### config.mk
export PLATFORM = sky130hd
export DESIGN_NAME = csr_setpoint_regs
export DESIGN_NICKNAME = d
export VERILOG_FILES = /design/src/csr_pkg.sv /design/src/csr_wdt_if.sv /design/src/csr_watchdog.sv /design/src/csr_range_chk.sv /design/src/csr_setpoint_regs.sv
export SDC_FILE = /design/constraint.sdc
export NUM_CORES = 1
export LEC_CHECK = 0
export BUFFER_PORTS_ARGS = -buffer_cell sky130_fd_sc_hd__buf_4
export CAP_MARGIN = 20
export CORE_UTILIZATION = 57
export DETAILED_ROUTE_END_ITERATION = 10
export GPL_ROUTABILITY_DRIVEN = 0
export GPL_TIMING_DRIVEN = 0
export PLACE_DENSITY = 0.75
export SLEW_MARGIN = 15
export SYNTH_ARGS = -nofsm -noshare
export SYNTH_HDL_FRONTEND = slang
export SYNTH_HIERARCHICAL = 1
export SYNTH_SLANG_ARGS = --single-unit
### constraint.sdc
create_clock -name clk_sys -period 4.4 [get_ports clk_sys]
set_input_delay 0.88 -clock clk_sys [delete_from_list [all_inputs] [get_ports clk_sys]]
set_output_delay 0.88 -clock clk_sys [all_outputs]
set_load 0.03 [all_outputs]
### src/csr_pkg.sv
// Shared constants and types for the charger setpoint register bank.
package csr_pkg;
   localparam logic [7:0]  REG_CC_LO   = 8'h02;
   localparam logic [7:0]  REG_CC_HI   = 8'h03;
   localparam logic [7:0]  REG_CV_LO   = 8'h04;
   localparam logic [7:0]  REG_CV_HI   = 8'h05;
   localparam logic [7:0]  REG_RV_LO   = 8'h06;
   localparam logic [7:0]  REG_RV_HI   = 8'h07;
   // Field bits held in each byte of a pair; low-byte bits sit at the top of the byte.
   localparam int          CC_HI_W     = 5;
   localparam int          CC_LO_W     = 2;
   localparam int          CV_HI_W     = 7;
   localparam int          CV_LO_W     = 5;
   localparam int          RV_HI_W     = 6;
   localparam int          RV_LO_W     = 6;
   localparam int          BYTE_W      = 8;
   localparam logic [3:0]  BITS_PER_BYTE = 4'h8;
   // Setpoint codes in 8 mV units: 3000 mV, 20800 mV, 1280 mV offset.
   localparam logic [12:0] V_MIN_CODE  = 13'h0177;
   localparam logic [12:0] V_MAX_CODE  = 13'h0A28;
   localparam logic [12:0] RV_OFFSET   = 13'h00A0;
   // Current clamps in 64 mA units: 384 mA and 2 A rounded down.
   localparam logic [6:0]  CC_PRE_MAX  = 7'h06;
   localparam logic [6:0]  CC_1S_MAX   = 7'h1F;
   // Cell-count strap codes and the default charge voltage for each (4.2 V per cell).
   localparam logic [1:0]  CELL_1S     = 2'h0;
   localparam logic [1:0]  CELL_2S     = 2'h1;
   localparam logic [1:0]  CELL_3S     = 2'h2;
   localparam logic [11:0] CV_DEF_1S   = 12'h020D;
   localparam logic [11:0] CV_DEF_2S   = 12'h041A;
   localparam logic [11:0] CV_DEF_3S   = 12'h0627;
   localparam logic [11:0] CV_DEF_4S   = 12'h0834;
   // Watchdog timing: printed periods in seconds, counted in 1 ms ticks.
   localparam logic [1:0]  WDT_OFF     = 2'h0;
   localparam logic [1:0]  WDT_5S      = 2'h1;
   localparam logic [1:0]  WDT_88S     = 2'h2;
   localparam int unsigned CLK_NS      = 40;
   localparam int unsigned NS_PER_MS   = 1_000_000;
   localparam int unsigned MS_PER_S    = 1000;
   localparam int unsigned WDT_TICK_MS = 1;
   localparam int unsigned WDT_5S_S    = 5;
   localparam int unsigned WDT_88S_S   = 88;
   localparam int unsigned WDT_175S_S  = 175;
   localparam int unsigned WDT_TICK_CYC_DEF = WDT_TICK_MS * NS_PER_MS / CLK_NS;

   typedef enum logic [2:0] {ST_IDLE, ST_RX, ST_ACK_TX, ST_TX, ST_ACK_RX} csr_i2c_st_t;

   function automatic logic [11:0] csr_cv_default(input logic [1:0] cells);
      case (cells)
         CELL_1S: return CV_DEF_1S;
         CELL_2S: return CV_DEF_2S;
         CELL_3S: return CV_DEF_3S;
         default: return CV_DEF_4S;
      endcase
   endfunction : csr_cv_default
endpackage : csr_pkg

### src/csr_wdt_if.sv
// Watchdog connection between the register bank and its timer.
`timescale 1ns/1ps
`default_nettype none
interface csr_wdt_if;
   logic [1:0] period;
   logic       kick;
   logic       expire;
   modport bank  (output period, output kick, input expire);
   modport timer (input period, input kick, output expire);
endinterface : csr_wdt_if
`default_nettype wire

### src/csr_watchdog.sv
// Watchdog timer that expires unless the charge current is rewritten in time.
`timescale 1ns/1ps
`default_nettype none
module csr_watchdog #(
   parameter int unsigned TICK_CYCLES = 25000,
   parameter int unsigned T5_TICKS    = 5000,
   parameter int unsigned T88_TICKS   = 88000,
   parameter int unsigned T175_TICKS  = 175000
) (
   input wire logic clk_sys,
   input wire logic rst,
   csr_wdt_if.timer wdt
);
   import csr_pkg::*;
   typedef struct packed {
      logic [31:0] pre;
      logic [31:0] ticks;
      logic        expire;
   } csr_wdt_st_t;
   csr_wdt_st_t q;
   csr_wdt_st_t next_q;
   logic [31:0] limit;

   always_comb begin
      next_q = q;
      next_q.expire = 1'b0;
      unique case (wdt.period)
         WDT_5S:  limit = T5_TICKS;
         WDT_88S: limit = T88_TICKS;
         default: limit = T175_TICKS;
      endcase
      if (rst) begin
         next_q = '0;
      end else if (wdt.kick || wdt.period == WDT_OFF) begin
         next_q.pre = '0;
         next_q.ticks = '0;
      end else if (q.pre == TICK_CYCLES - 1) begin
         next_q.pre = '0;
         if (q.ticks == limit - 1) begin
            next_q.ticks = '0;
            next_q.expire = 1'b1;
         end else begin
            next_q.ticks = q.ticks + 1;
         end
      end else begin
         next_q.pre = q.pre + 1;
      end
   end

   always_ff @(posedge clk_sys) begin
      q <= next_q;
   end

   assign wdt.expire = q.expire;
endmodule : csr_watchdog
`default_nettype wire

### src/csr_range_chk.sv
// Window check of a voltage setpoint code against the accepted range.
`timescale 1ns/1ps
`default_nettype none
module csr_range_chk (
   input  wire logic [12:0] code,
   output logic             in_range
);
   import csr_pkg::*;
   assign in_range = (code >= V_MIN_CODE) && (code <= V_MAX_CODE);
endmodule : csr_range_chk
`default_nettype wire

### src/csr_setpoint_regs.sv
// Charger setpoint register bank with its two-wire serial register port.
`timescale 1ns/1ps
`default_nettype none
module csr_setpoint_regs #(
   parameter logic [6:0]  I2C_ADDR        = 7'h09,
   parameter int unsigned WDT_TICK_CYCLES = csr_pkg::WDT_TICK_CYC_DEF,
   parameter int unsigned WDT_5S_TICKS    = csr_pkg::WDT_5S_S * csr_pkg::MS_PER_S / csr_pkg::WDT_TICK_MS,
   parameter int unsigned WDT_88S_TICKS   = csr_pkg::WDT_88S_S * csr_pkg::MS_PER_S / csr_pkg::WDT_TICK_MS,
   parameter int unsigned WDT_175S_TICKS  = csr_pkg::WDT_175S_S * csr_pkg::MS_PER_S / csr_pkg::WDT_TICK_MS
) (
   input  wire logic        clk_sys,
   input  wire logic        rst,
   input  wire logic        scl,
   input  wire logic        sda_in,
   output logic             sda_out,
   output logic             sda_oe,
   input  wire logic [1:0]  cell_count_config_pin,
   input  wire logic        adapter_removed,
   input  wire logic        cell_removed,
   input  wire logic        precharge_active,
   input  wire logic        vbat_below_vsysmin,
   input  wire logic        low_range_select,
   input  wire logic [1:0]  watchdog_period_select,
   output logic             charge_enable,
   output logic [6:0]       charge_current_code,
   output logic [11:0]      charge_voltage_code,
   output logic [12:0]      reverse_discharge_voltage_code
);
   import csr_pkg::*;

   typedef struct packed {
      csr_i2c_st_t st;
      logic        addr_ph;
      logic        rw;
      logic        ptr_ok;
      logic        nack;
      logic [3:0]  cnt;
      logic [7:0]  sh;
      logic [7:0]  ptr;
      logic        scl_q;
      logic        sda_q;
      logic        sda_oe;
      logic        sda_out;
      logic        wr;
      logic [7:0]  wa;
      logic [7:0]  wd;
      logic [6:0]  cc;
      logic [11:0] cv;
      logic [11:0] rv;
      logic [2:0]  pv;
      logic [7:0]  p_cc;
      logic [7:0]  p_cv;
      logic [7:0]  p_rv;
      logic        kick;
      logic        en;
      logic [6:0]  cc_app;
      logic [12:0] rv_app;
   } csr_st_t;

   csr_st_t     q;
   csr_st_t     next_q;
   logic [7:0]  rd_byte;
   logic [7:0]  cc_lo;
   logic [7:0]  cv_lo;
   logic [7:0]  rv_lo;
   logic [15:0] cv_pair;
   logic [12:0] cv_cand;
   logic [12:0] rv_cand;
   logic        cv_ok;
   logic        rv_ok;
   logic        start_c;
   logic        stop_c;
   logic        rise;
   logic        fall;
   logic [12:0] rv_off;

   csr_wdt_if wdt ();

   csr_watchdog #(
      .TICK_CYCLES (WDT_TICK_CYCLES),
      .T5_TICKS    (WDT_5S_TICKS),
      .T88_TICKS   (WDT_88S_TICKS),
      .T175_TICKS  (WDT_175S_TICKS)
   ) u_wdt (
      .clk_sys (clk_sys),
      .rst     (rst),
      .wdt     (wdt)
   );

   assign wdt.period = watchdog_period_select;
   assign wdt.kick   = q.kick;

   // Committed low-byte images, used for readback and, for the voltage pair, for a high-only write.
   // current and voltage byte layout
   assign cc_lo = BYTE_W'(q.cc[CC_LO_W-1:0]) << (BYTE_W - CC_LO_W);
   assign cv_lo = BYTE_W'(q.cv[CV_LO_W-1:0]) << (BYTE_W - CV_LO_W);
   assign rv_lo = BYTE_W'(q.rv[RV_LO_W-1:0]) << (BYTE_W - RV_LO_W);

   assign cv_pair = {q.wd, q.pv[1] ? q.p_cv : cv_lo};
   assign cv_cand = {1'b0, q.wd[CV_HI_W-1:0], cv_pair[BYTE_W-1 -: CV_LO_W]};
   assign rv_off  = low_range_select ? '0 : RV_OFFSET;
   assign rv_cand = {1'b0, q.wd[RV_HI_W-1:0], q.pv[2] ? q.p_rv[BYTE_W-1 -: RV_LO_W] : q.rv[RV_LO_W-1:0]} + rv_off;

   csr_range_chk u_cv_chk (
      .code     (cv_cand),
      .in_range (cv_ok)
   );
   csr_range_chk u_rv_chk (
      .code     (rv_cand),
      .in_range (rv_ok)
   );

   always_comb begin
      unique case (q.ptr)
         REG_CC_LO: rd_byte = cc_lo;
         REG_CC_HI: rd_byte = BYTE_W'(q.cc >> CC_LO_W);
         REG_CV_LO: rd_byte = cv_lo;
         REG_CV_HI: rd_byte = BYTE_W'(q.cv >> CV_LO_W);
         REG_RV_LO: rd_byte = rv_lo;
         REG_RV_HI: rd_byte = BYTE_W'(q.rv >> RV_LO_W);
         default:   rd_byte = '0;
      endcase
   end

   assign start_c = scl && q.scl_q && q.sda_q && !sda_in;
   assign stop_c  = scl && q.scl_q && !q.sda_q && sda_in;
   assign rise    = scl && !q.scl_q;
   assign fall    = !scl && q.scl_q;

   always_comb begin
      next_q = q;
      next_q.scl_q = scl;
      next_q.sda_q = sda_in;
      next_q.wr = 1'b0;
      next_q.kick = 1'b0;
      // Serial port: bytes shift in on rising clock, SDA changes on falling clock.
      if (start_c) begin
         next_q.st = ST_RX;
         next_q.addr_ph = 1'b1;
         next_q.cnt = '0;
         next_q.sda_oe = 1'b0;
      end else if (stop_c) begin
         next_q.st = ST_IDLE;
         next_q.sda_oe = 1'b0;
      end else begin
         unique case (q.st)
            ST_IDLE: begin
            end
            ST_RX: begin
               if (rise) begin
                  next_q.sh = {q.sh[6:0], sda_in};
                  next_q.cnt = q.cnt + 4'h1;
               end else if (fall && q.cnt == BITS_PER_BYTE) begin
                  next_q.cnt = '0;
                  next_q.st = ST_ACK_TX;
                  next_q.sda_oe = 1'b1;
                  if (q.addr_ph) begin
                     next_q.rw = q.sh[0];
                     next_q.ptr_ok = 1'b0;
                     if (q.sh[7:1] != I2C_ADDR) begin
                        next_q.st = ST_IDLE;
                        next_q.sda_oe = 1'b0;
                     end
                  end else if (!q.ptr_ok) begin
                     next_q.ptr = q.sh;
                     next_q.ptr_ok = 1'b1;
                  end else begin
                     next_q.wr = 1'b1;
                     next_q.wa = q.ptr;
                     next_q.wd = q.sh;
                     next_q.ptr = q.ptr + 8'h01;
                  end
               end
            end
            ST_ACK_TX: begin
               if (fall) begin
                  next_q.addr_ph = 1'b0;
                  next_q.sda_oe = 1'b0;
                  next_q.st = ST_RX;
                  if (q.rw) begin
                     next_q.sh = rd_byte;
                     next_q.ptr = q.ptr + 8'h01;
                     next_q.st = ST_TX;
                     next_q.sda_oe = !rd_byte[7];
                  end
               end
            end
            ST_TX: begin
               if (rise) begin
                  next_q.cnt = q.cnt + 4'h1;
               end else if (fall) begin
                  if (q.cnt == BITS_PER_BYTE) begin
                     next_q.cnt = '0;
                     next_q.sda_oe = 1'b0;
                     next_q.st = ST_ACK_RX;
                  end else begin
                     next_q.sh = {q.sh[6:0], 1'b0};
                     next_q.sda_oe = !q.sh[6];
                  end
               end
            end
            ST_ACK_RX: begin
               if (rise) begin
                  next_q.nack = sda_in;
               end else if (fall) begin
                  if (q.nack) begin
                     next_q.st = ST_IDLE;
                  end else begin
                     next_q.sh = rd_byte;
                     next_q.ptr = q.ptr + 8'h01;
                     next_q.st = ST_TX;
                     next_q.sda_oe = !rd_byte[7];
                  end
               end
            end
         endcase
      end

      // Register writes land one cycle after the byte is acknowledged.
      if (q.wr) begin
         unique case (q.wa)
            REG_CC_LO: begin
               next_q.p_cc = q.wd;
               next_q.pv[0] = 1'b1;
            end
            REG_CC_HI: begin
               next_q.cc = {q.wd[CC_HI_W-1:0], q.pv[0] ? q.p_cc[BYTE_W-1 -: CC_LO_W] : q.cc[CC_LO_W-1:0]};
               next_q.pv[0] = 1'b0;
               next_q.kick = 1'b1;
            end
            REG_CV_LO: begin
               next_q.p_cv = q.wd;
               next_q.pv[1] = 1'b1;
            end
            REG_CV_HI: begin
               next_q.pv[1] = 1'b0;
               if (cv_pair == '0) begin
                  next_q.cc = '0;
                  next_q.cv = csr_cv_default(cell_count_config_pin);
               end else if (cv_ok) begin
                  next_q.cv = cv_cand[11:0];
               end
            end
            REG_RV_LO: begin
               next_q.p_rv = q.wd;
               next_q.pv[2] = 1'b1;
            end
            REG_RV_HI: begin
               next_q.pv[2] = 1'b0;
               if (rv_ok) begin
                  next_q.rv = rv_cand[11:0] - rv_off[11:0];
               end
            end
            default: begin
            end
         endcase
      end

      if (adapter_removed || cell_removed || wdt.expire) begin
         next_q.cc = '0;
      end

      next_q.en = (q.cc != '0);
      next_q.cc_app = q.cc;
      if (precharge_active && q.cc > CC_PRE_MAX) begin
         next_q.cc_app = CC_PRE_MAX;
      end else if (!precharge_active && cell_count_config_pin == CELL_1S && vbat_below_vsysmin
                   && q.cc > CC_1S_MAX) begin
         next_q.cc_app = CC_1S_MAX;
      end
      next_q.rv_app = {1'b0, q.rv} + rv_off;

      if (rst) begin
         next_q = '0;
         // Idle bus level, so no false edge is seen after reset.
         next_q.scl_q = 1'b1;
         next_q.sda_q = 1'b1;
         next_q.cv = csr_cv_default(cell_count_config_pin);
      end
   end

   always_ff @(posedge clk_sys) begin
      q <= next_q;
   end

   assign sda_out                        = q.sda_out;
   assign sda_oe                         = q.sda_oe;
   assign charge_enable                  = q.en;
   assign charge_current_code            = q.cc_app;
   assign charge_voltage_code            = q.cv;
   assign reverse_discharge_voltage_code = q.rv_app;
endmodule : csr_setpoint_regs
`default_nettype wire

==> impl_results.md, run 1 <==
- Run status: finished clean
- Static leakage: 0.00425 uW
- Total via count in the routed design: 8807
- Final worst-path cycle share: 90.7%
- Sequential share of the synthesized area: 38.4%
- Root Buffer: clkbuf_16
- HP Class: reg2reg
- TritonCTS Buffers: 17
- Total power: 3540 uW
- Actual slew at the worst max-slew pin: 0.877 ns
- Layout cells sized above 1: 13.2%
- Number of setup buffers added after CTS: 0
- Maximum clock skew at final layout: 0.0108 ns
- Number of standard cells after synthesis: 1143
- Hold path depth: 2
- Worst R2R Setup Slack: 0.41 ns
- Placeable core area: 16800 um^2
- Sequential Power Share: 48.4%
- Arrival @ worst endpoint: 4.35 ns
- Final setup vio count: 0
- Top post-synthesis cells by area: dfxtp_1 (35%), nor2_1 (5.4%), mux2i_1 (3.7%)
- Clk sinks: 184
- Violation count after the first detailed-route iteration: 777
- CP startpoint kind: flop
- Final Max Slew Viols: 0
- Synth top area share: 34.8%
- Ys async rst share: 0%
- Power share of the combinational group: 5.8%
- Chip height: 134 um
- Wire length of the first global-routing pass: 40900 um
- Maximum number of pins on one net before global-route repair: 18
- Placement row count: 47
- Power density relative to cell area: 318 nW/um^2
- Power dissipated by switching net loads: 845 uW
- Number of top-level pins: 48
- Number of nets in the finished design: 1249
- Minimum period implied by the final worst setup slack: 3.99 ns
- Most used DFF post-synth: dfxtp_1
- Number of different library cells in the post-synthesis netlist: 88
- Number of buffers between clock root and the deepest sink: 2
- Share of power burned in the clock network: 45.7%
- Area grow syn2layout: 12.7%
- Die X: 134 um
- Most common cell after layout, fill and taps aside: dfxtp_1
- Largest fanout of any net on the critical path: 10
- Final Hold Fails: 0
- Endpoint type of the worst setup path: flop
- CP Data Required Time: 4.76 ns
- Vias per cell: 6.10
- DR WL/cell: 17.5 um
- Global router's overall resource usage: 28.8%
- Clock-pin slew reported for the worst setup and hold paths after clock tree synthesis: 0.07 ns
- TritonCTS clock tree: yes
- Overall routed net length: 25300 um
- Setup repair after global routing missed its margin: no
- Worst Reg-to-Reg Cells: 15
- Maximum clock frequency: 250 MHz
- Via count of the first global-routing pass: 7960
- Starting utilization of the core area: 59.1%
- Remaining Overflow, GRT: 0
- Number of detailed-route iterations in the first pass: 5
- Mapped Avg Cell Area: 8.66 um^2
- Flop and latch count out of synthesis: 184
- Antenna cells: 0
- IO Port Bufs: 45
- Fraction of power spent switching nets: 23.9%
- Antenna violations before repair: 0
- Total of cells resized after clock tree synthesis: 0
- Worst slew margin relative to its limit: 41.0%
- Residual DRC count: 0
- Floorplan die area: 17900 um^2
- Top library cells by usage in the layout, fill and taps aside: dfxtp_1 (172), nor2_1 (143), buf_4 (79), nand2_1 (55), nor3_1 (48)
- Final HPWL from detailed placement: 18200 um
- Internal power of the cells: 2700 uW
- Max-Cap Viols: 0
- Number of buffers inserted by hold repair at cts: 0
- Critical path start-end classification: reg2reg
- Worst VDD drop: 283 uV
- Fillers: 1431
- Max H-tree Level: 4
- Detail Route Antenna Nets: 0
- Skew-Pair Late Insertion Delay: 0.43 ns
- Warning count from the yosys run: 6
- Total Neg Setup Slack: 0 ns
- Post-synth top area cell: dfxtp_1
- Post-synth design cell area: 9900 um^2
- Number of enable-type register cells in the synthesized netlist: 12
-- flip-flops by register name, summed over array words and instances (netlist names) --
signal and flops:
q 74, u_wdt/q 64, reverse_discharge_voltage_code 13, charge_voltage_code 12, charge_current_code 7, cv_cand 7
cc_lo 2, charge_enable 1, cv_pair 1, sda_oe 1, u_wdt/wdt.expire 1, wdt.kick 1
-- critical path: stages, from the launching register on --
cell and delay, ns:
dfxtp_1 0.31, clkbuf_1 0.32, mux2_2 0.39, ha_1 0.24, a31oi_1 0.30, nor2_1 0.11, xnor2_1 0.30, inv_1 0.11
and4bb_1 0.29, nand4_1 0.10, a31oi_1 0.24, and4_1 0.23, and4_1 0.26, clkbuf_1 0.35, o21ai_0 0.21, a21oi_1 0.17
-- area by class of cell --
| class | count | area (um^2) | area share (%) |
|---|---|---|---|
| Multi-Input combinational cell | 824 | 5450 | 48.8 |
| Sequential cell | 184 | 3800 | 34.1 |
| Buffer | 95 | 504 | 4.52 |
| Clock buffer | 18 | 439 | 3.93 |
| Timing Repair Buffer | 45 | 338 | 3.03 |
| Tap cell | 220 | 275 | 2.47 |
| Clock inverter | 14 | 189 | 1.69 |
| Inverter | 43 | 161 | 1.45 |
-- stage by stage --
step	std cells	utilization [%]	setup slack (ns)	instance area (um^2)	hold WS, ns
6_report	1443	66.6	0.408	11200	0.477
5_1_grt	1443	66.6	0.0919	11200	0.509
4_1_cts	1443	66.6	0.449	11200	0.479
3_5_place_dp	1411	62.9	0.229	10500	0.466
3_3_place_gp	1411	62.8	0.239	10500	0.461
2_1_floorplan	1146	-	0.865	9910	0.441
-- power by group through the flow --
stage,combinational (uW),clock [uW],sequential [uW]
global route,224,1710,1720
global placement,201,0,1750
finish,206,1620,1720
detailed placement,204,0,1750
CTS,205,1640,1720
floorplan,139,0,1750
-- worst paths after layout --
check / start / endpoint
hold / removal: u_wdt/q[2]$_SDFFE_PP0N_ / u_wdt/q[2]$_SDFFE_PP0N_
setup / recovery: q[48]$_SDFFE_PP0P_ / q[58]$_SDFFE_PP0P_
hold reg to reg: u_wdt/q[2]$_SDFFE_PP0N_ / u_wdt/q[2]$_SDFFE_PP0N_
setup reg to reg: q[48]$_SDFFE_PP0P_ / q[58]$_SDFFE_PP0P_
-- cell families after synthesis --
| kind of cell | synth area share, % |
|---|---|
| AOI/OAI and AO/OA | 13.4 |
| xor gates and xnor gates | 5.66 |
| adders and majority gates | 3.28 |
| buffers and inverters | 6.72 |
| DFF | 38.4 |
| muxes | 5.10 |
| other | 0.0379 |
| and+or+nand+nor | 27.3 |
-- layer usage --
metal	GRT usage, %	vias to the layer above	part of all wire [%]
li1	-	4280	-
met1	38.4	4136	44
met2	47.4	341	47
met3	4.38	50	6.5
met4	10.4	0	2.3
met5	0	-	0
-- Yosys cell counts, types with 4 or more instances --
master and n:
dfxtp_1 172, nor2_1 143, nand2_1 55, nor3_1 48
inv_1 43, nand4_1 43, clkbuf_1 41, nand3_1 40
nor4_1 40, mux2i_1 37, buf_4 34, a21oi_1 33
xnor2_1 32, xor2_1 32, ha_1 26, o21ai_0 24
a211oi_1 23, a22o_1 17, and3_1 17, buf_2 16
nor2b_1 16, or3_1 13, a31oi_1 12, edfxtp_1 12
mux2_2 12, and4_1 10, nand2b_1 10, nor3b_1 10
o31ai_1 7, a22oi_1 6, nor4b_1 6, o22ai_1 6
a221oi_1 5, a31o_2 5, and2_1 5, o21a_1 5
a211o_1 4, and4bb_1 4, buf_1 4, or4_1 4
(Power assumes the default switching activity.)
==> inputs of run 2 (changes only) <==
- CORE_UTILIZATION: 57 -> 62
- CTS_CLUSTER_SIZE: default -> 25
- PLACE_DENSITY: 0.75 -> 0.8
==> run 2 against run 1 <==
Against the previous run:
- sequential power barely moved
- via count up 2.4%
- highest routed layer unchanged
- critical path depth is the same
- cell count fell by 0.62%
- first-iteration DRC count is 6.0% higher
- critical endpoint is now q[56]$_SDFFE_PP0P_
- critical path type unchanged
- largest cell class unchanged
==> impl_results.md, run 2 (synthesis results as in run 1) <==
- Violation count after the first detailed-route iteration: 824 (+6.0%)
- Worst Reg-to-Reg Cells: 15 (unchanged)
- Global routing met3 resource utilization: 6.74% (+2.4 points)
- Root Buffer: clkbuf_16
- Final worst-path cycle share: 92.0% (+1.3 points)
- Hold path depth: 2 (unchanged)
- Destination of the worst hold path: u_wdt/q[2]$_SDFFE_PP0N_
- Fillers: 1183 (-17%)
- Global-route track usage on met1: 43.9% (+5.4 points)
- Overall routed net length: 25500 um (+0.60%)
- Most common cell after layout, fill and taps aside: dfxtp_1
- Top register by number of flip-flops: q
- Final Hold Fails: 0 (unchanged)
- Number of nets in the finished design: 1249 (unchanged)
- Number of top-level pins: 48 (unchanged)
- Die X: 128 um (-4.1%)
- Placement row count: 45 (-4.3%)
- Number of buffers between clock root and the deepest sink: 2 (unchanged)
- Total via count in the routed design: 9016 (+2.4%)
- Actual slew at the worst max-slew pin: 1.04 ns (+0.158 ns)
- Minimum period implied by the final worst setup slack: 4.05 ns (+0.0578 ns)
- Via count of the first global-routing pass: 8171 (+2.7%)
- Global router's overall resource usage: 31.6% (+2.8 points)
- Worst slew margin relative to its limit: 30.4% (-11 points)
- Arrival @ worst endpoint: 4.33 ns (-0.02 ns)
- Capture point of the worst reg-to-reg path: q[56]$_SDFFE_PP0P_
- Multi-input combinational cell area: 5450 um^2 (unchanged)
- Sequential standard cell area: 3800 um^2 (unchanged)
- Floorplan die area: 16500 um^2 (-7.9%)
- TritonCTS clock tree: yes
- TritonCTS Buffers: 17 (unchanged)
- Endpoint type of the worst setup path: flop
- Flip-flop count of the largest register after layout: 74 (unchanged)
- Clock-pin slew reported for the worst setup and hold paths after clock tree synthesis: 0.07 ns (about the same)
- Run status: finished clean
- Worst setup path startpoint: q[48]$_SDFFE_PP0P_
- Remaining Overflow, GRT: 0 (unchanged)
- Setup repair after global routing missed its margin: no
- Final Max Slew Viols: 0 (unchanged)
- Total power: 3500 uW (-1.1%)
- Worst R2R Setup Slack: 0.35 ns (-0.06 ns)
- Startpoint of the tightest hold check path: u_wdt/q[2]$_SDFFE_PP0N_
- Maximum clock frequency: 247 MHz (-1.4%)
- Maximum number of pins on one net before global-route repair: 18 (unchanged)
- Antenna cells: 0 (unchanged)
- IO Port Bufs: 45 (unchanged)
- Number of detailed-route iterations in the first pass: 7 (+2)
- Maximum clock skew at final layout: 0.00879 ns (-0.00204 ns)
- Final HPWL from detailed placement: 18100 um (-0.75%)
- DR WL/cell: 17.8 um (+1.2%)
- Worst VDD drop: 410 uV (+45%)
- Wire length of the first global-routing pass: 41300 um (+0.94%)
- HP Class: reg2reg
- Chip height: 128 um (-4.1%)
- Critical path start-end classification: reg2reg
- Clk sinks: 184 (unchanged)
- Antenna violations before repair: 0 (unchanged)
- Power density relative to cell area: 315 nW/um^2 (-0.86%)
- Max-Cap Viols: 0 (unchanged)
- Final setup vio count: 0 (unchanged)
- Starting utilization of the core area: 64.4% (+5.3 points)
- Number of setup buffers added after CTS: 0 (unchanged)
- Total Neg Setup Slack: 0 ns (unchanged)
- Layout cells sized above 1: 13.3% (+0.082 points)
- Top library cells by usage in the layout, fill and taps aside: dfxtp_1 (172), nor2_1 (143), buf_4 (79), nand2_1 (55), nor3_1 (48)
- Chain of cells forming the critical path: clkbuf_1 > mux2_2 > ha_1 > a31oi_1 > nor2_1 > xnor2_1 > inv_1 > and4bb_1 > nand4_1 > a31oi_1 > and4_1 > nand4_1 > clkbuf_1 > a21oi_1 > nor2_1
- Residual DRC count: 0 (unchanged)
- Worst-path cell with the longest stage delay: mux2_2
- Skew-Pair Late Insertion Delay: 0.43 ns (about the same)
- Placeable core area: 15400 um^2 (-8.3%)
- CP Data Required Time: 4.68 ns (-0.08 ns)
- Area grow syn2layout: 12.4%
- Most used routing layer in global routing: met2
- Detail Route Antenna Nets: 0 (unchanged)
- Max incr delay on CP: 0.41 ns (+0.02 ns)
- Start of the worst register-to-register path: q[48]$_SDFFE_PP0P_
- Met2 GRT Util: 49.7% (+2.3 points)
- CP startpoint kind: flop
- Max H-tree Level: 4 (unchanged)
- Largest fanout of any net on the critical path: 10 (unchanged)
- Static leakage: 0.00424 uW (-0.11%)
- Vias per cell: 6.29 (+3.0%)
## run 2: cell count changes in the layout (fill, tap and decap cells not counted)
| cell | change |
|---|---|
| clkbuf_1 | -1 |
| clkbuf_8 | +1 |
| inv_6 | +2 |
| bufinv_16 | -1 |
| clkbuf_2 | +1 |
| clkinv_4 | -1 |
| inv_8 | -1 |
## run 2: power breakdown
group	switching, uW	internal [uW]
Clock	698	884
Combinational	133	74.7
Sequential	16.7	1700
Total	848	2660
## run 2: per-layer routing
layer / routed length, um / up-vias
met5: 0 / -
met4: 514 / 0
met3: 2300 / 50
met2: 11500 / 431
met1: 11200 / 4252
li1: - / 4283
## run 2: how the worst max path moves through the flow
| stage | endpoint | slack [ns] | cells after the start |
|---|---|---|---|
| finish | q[56]$_SDFFE_PP0P_ | 0.35 | 15 |
| global route | q[56]$_SDFFE_PP0P_ | 0.07 | 15 |
| CTS | q[58]$_SDFFE_PP0P_ | 0.32 | 15 |
| detailed placement | q[58]$_SDFFE_PP0P_ | 0.15 | 15 |
| global placement | q[58]$_SDFFE_PP0P_ | 0.21 | 15 |
| floorplan | q[60]$_SDFFE_PP0P_ | 0.87 | 14 |
## run 2: final cells by class
class	count	share of cell area, %
Multi-Input combinational cell	824	49.0
Sequential cell	184	34.2
Buffer	95	4.54
Clock buffer	19	4.07
Timing Repair Buffer	45	3.03
Tap cell	211	2.37
Inverter	43	1.45
Clock inverter	13	1.40
## run 2: worst max-delay path, delay by kind of cell (launching register included)
family                   cells  cell delay (ns)
multiplexers                 1             0.41
flip-flops                   1             0.31
XOR/XNOR                     1             0.35
buffers and inverters        3             0.75
AO/OA/AOI/OAI                3             0.81
adder cells (fa/ha/maj)      1             0.24
AND/OR/NAND/NOR              6             1.04
## run 2: timing repair
| action | in CTS | in global routing |
|---|---|---|
| setup endpoints to repair | 0 | 4 |
| resized for setup | 0 | 2 |
| hold buffers | 0 | 0 |
## run 2: per-stage QoR
step	setup WS [ns]	instance area (um^2)	util (%)	cells	hold WS, ns
floorplan	0.865	9910	-	1146	0.441
global placement	0.214	10500	68.4	1402	0.463
detailed placement	0.149	10500	68.5	1402	0.467
CTS	0.324	11100	72.4	1434	0.477
global route	0.0702	11100	72.4	1434	0.526
finish	0.350	11100	72.4	1434	0.479
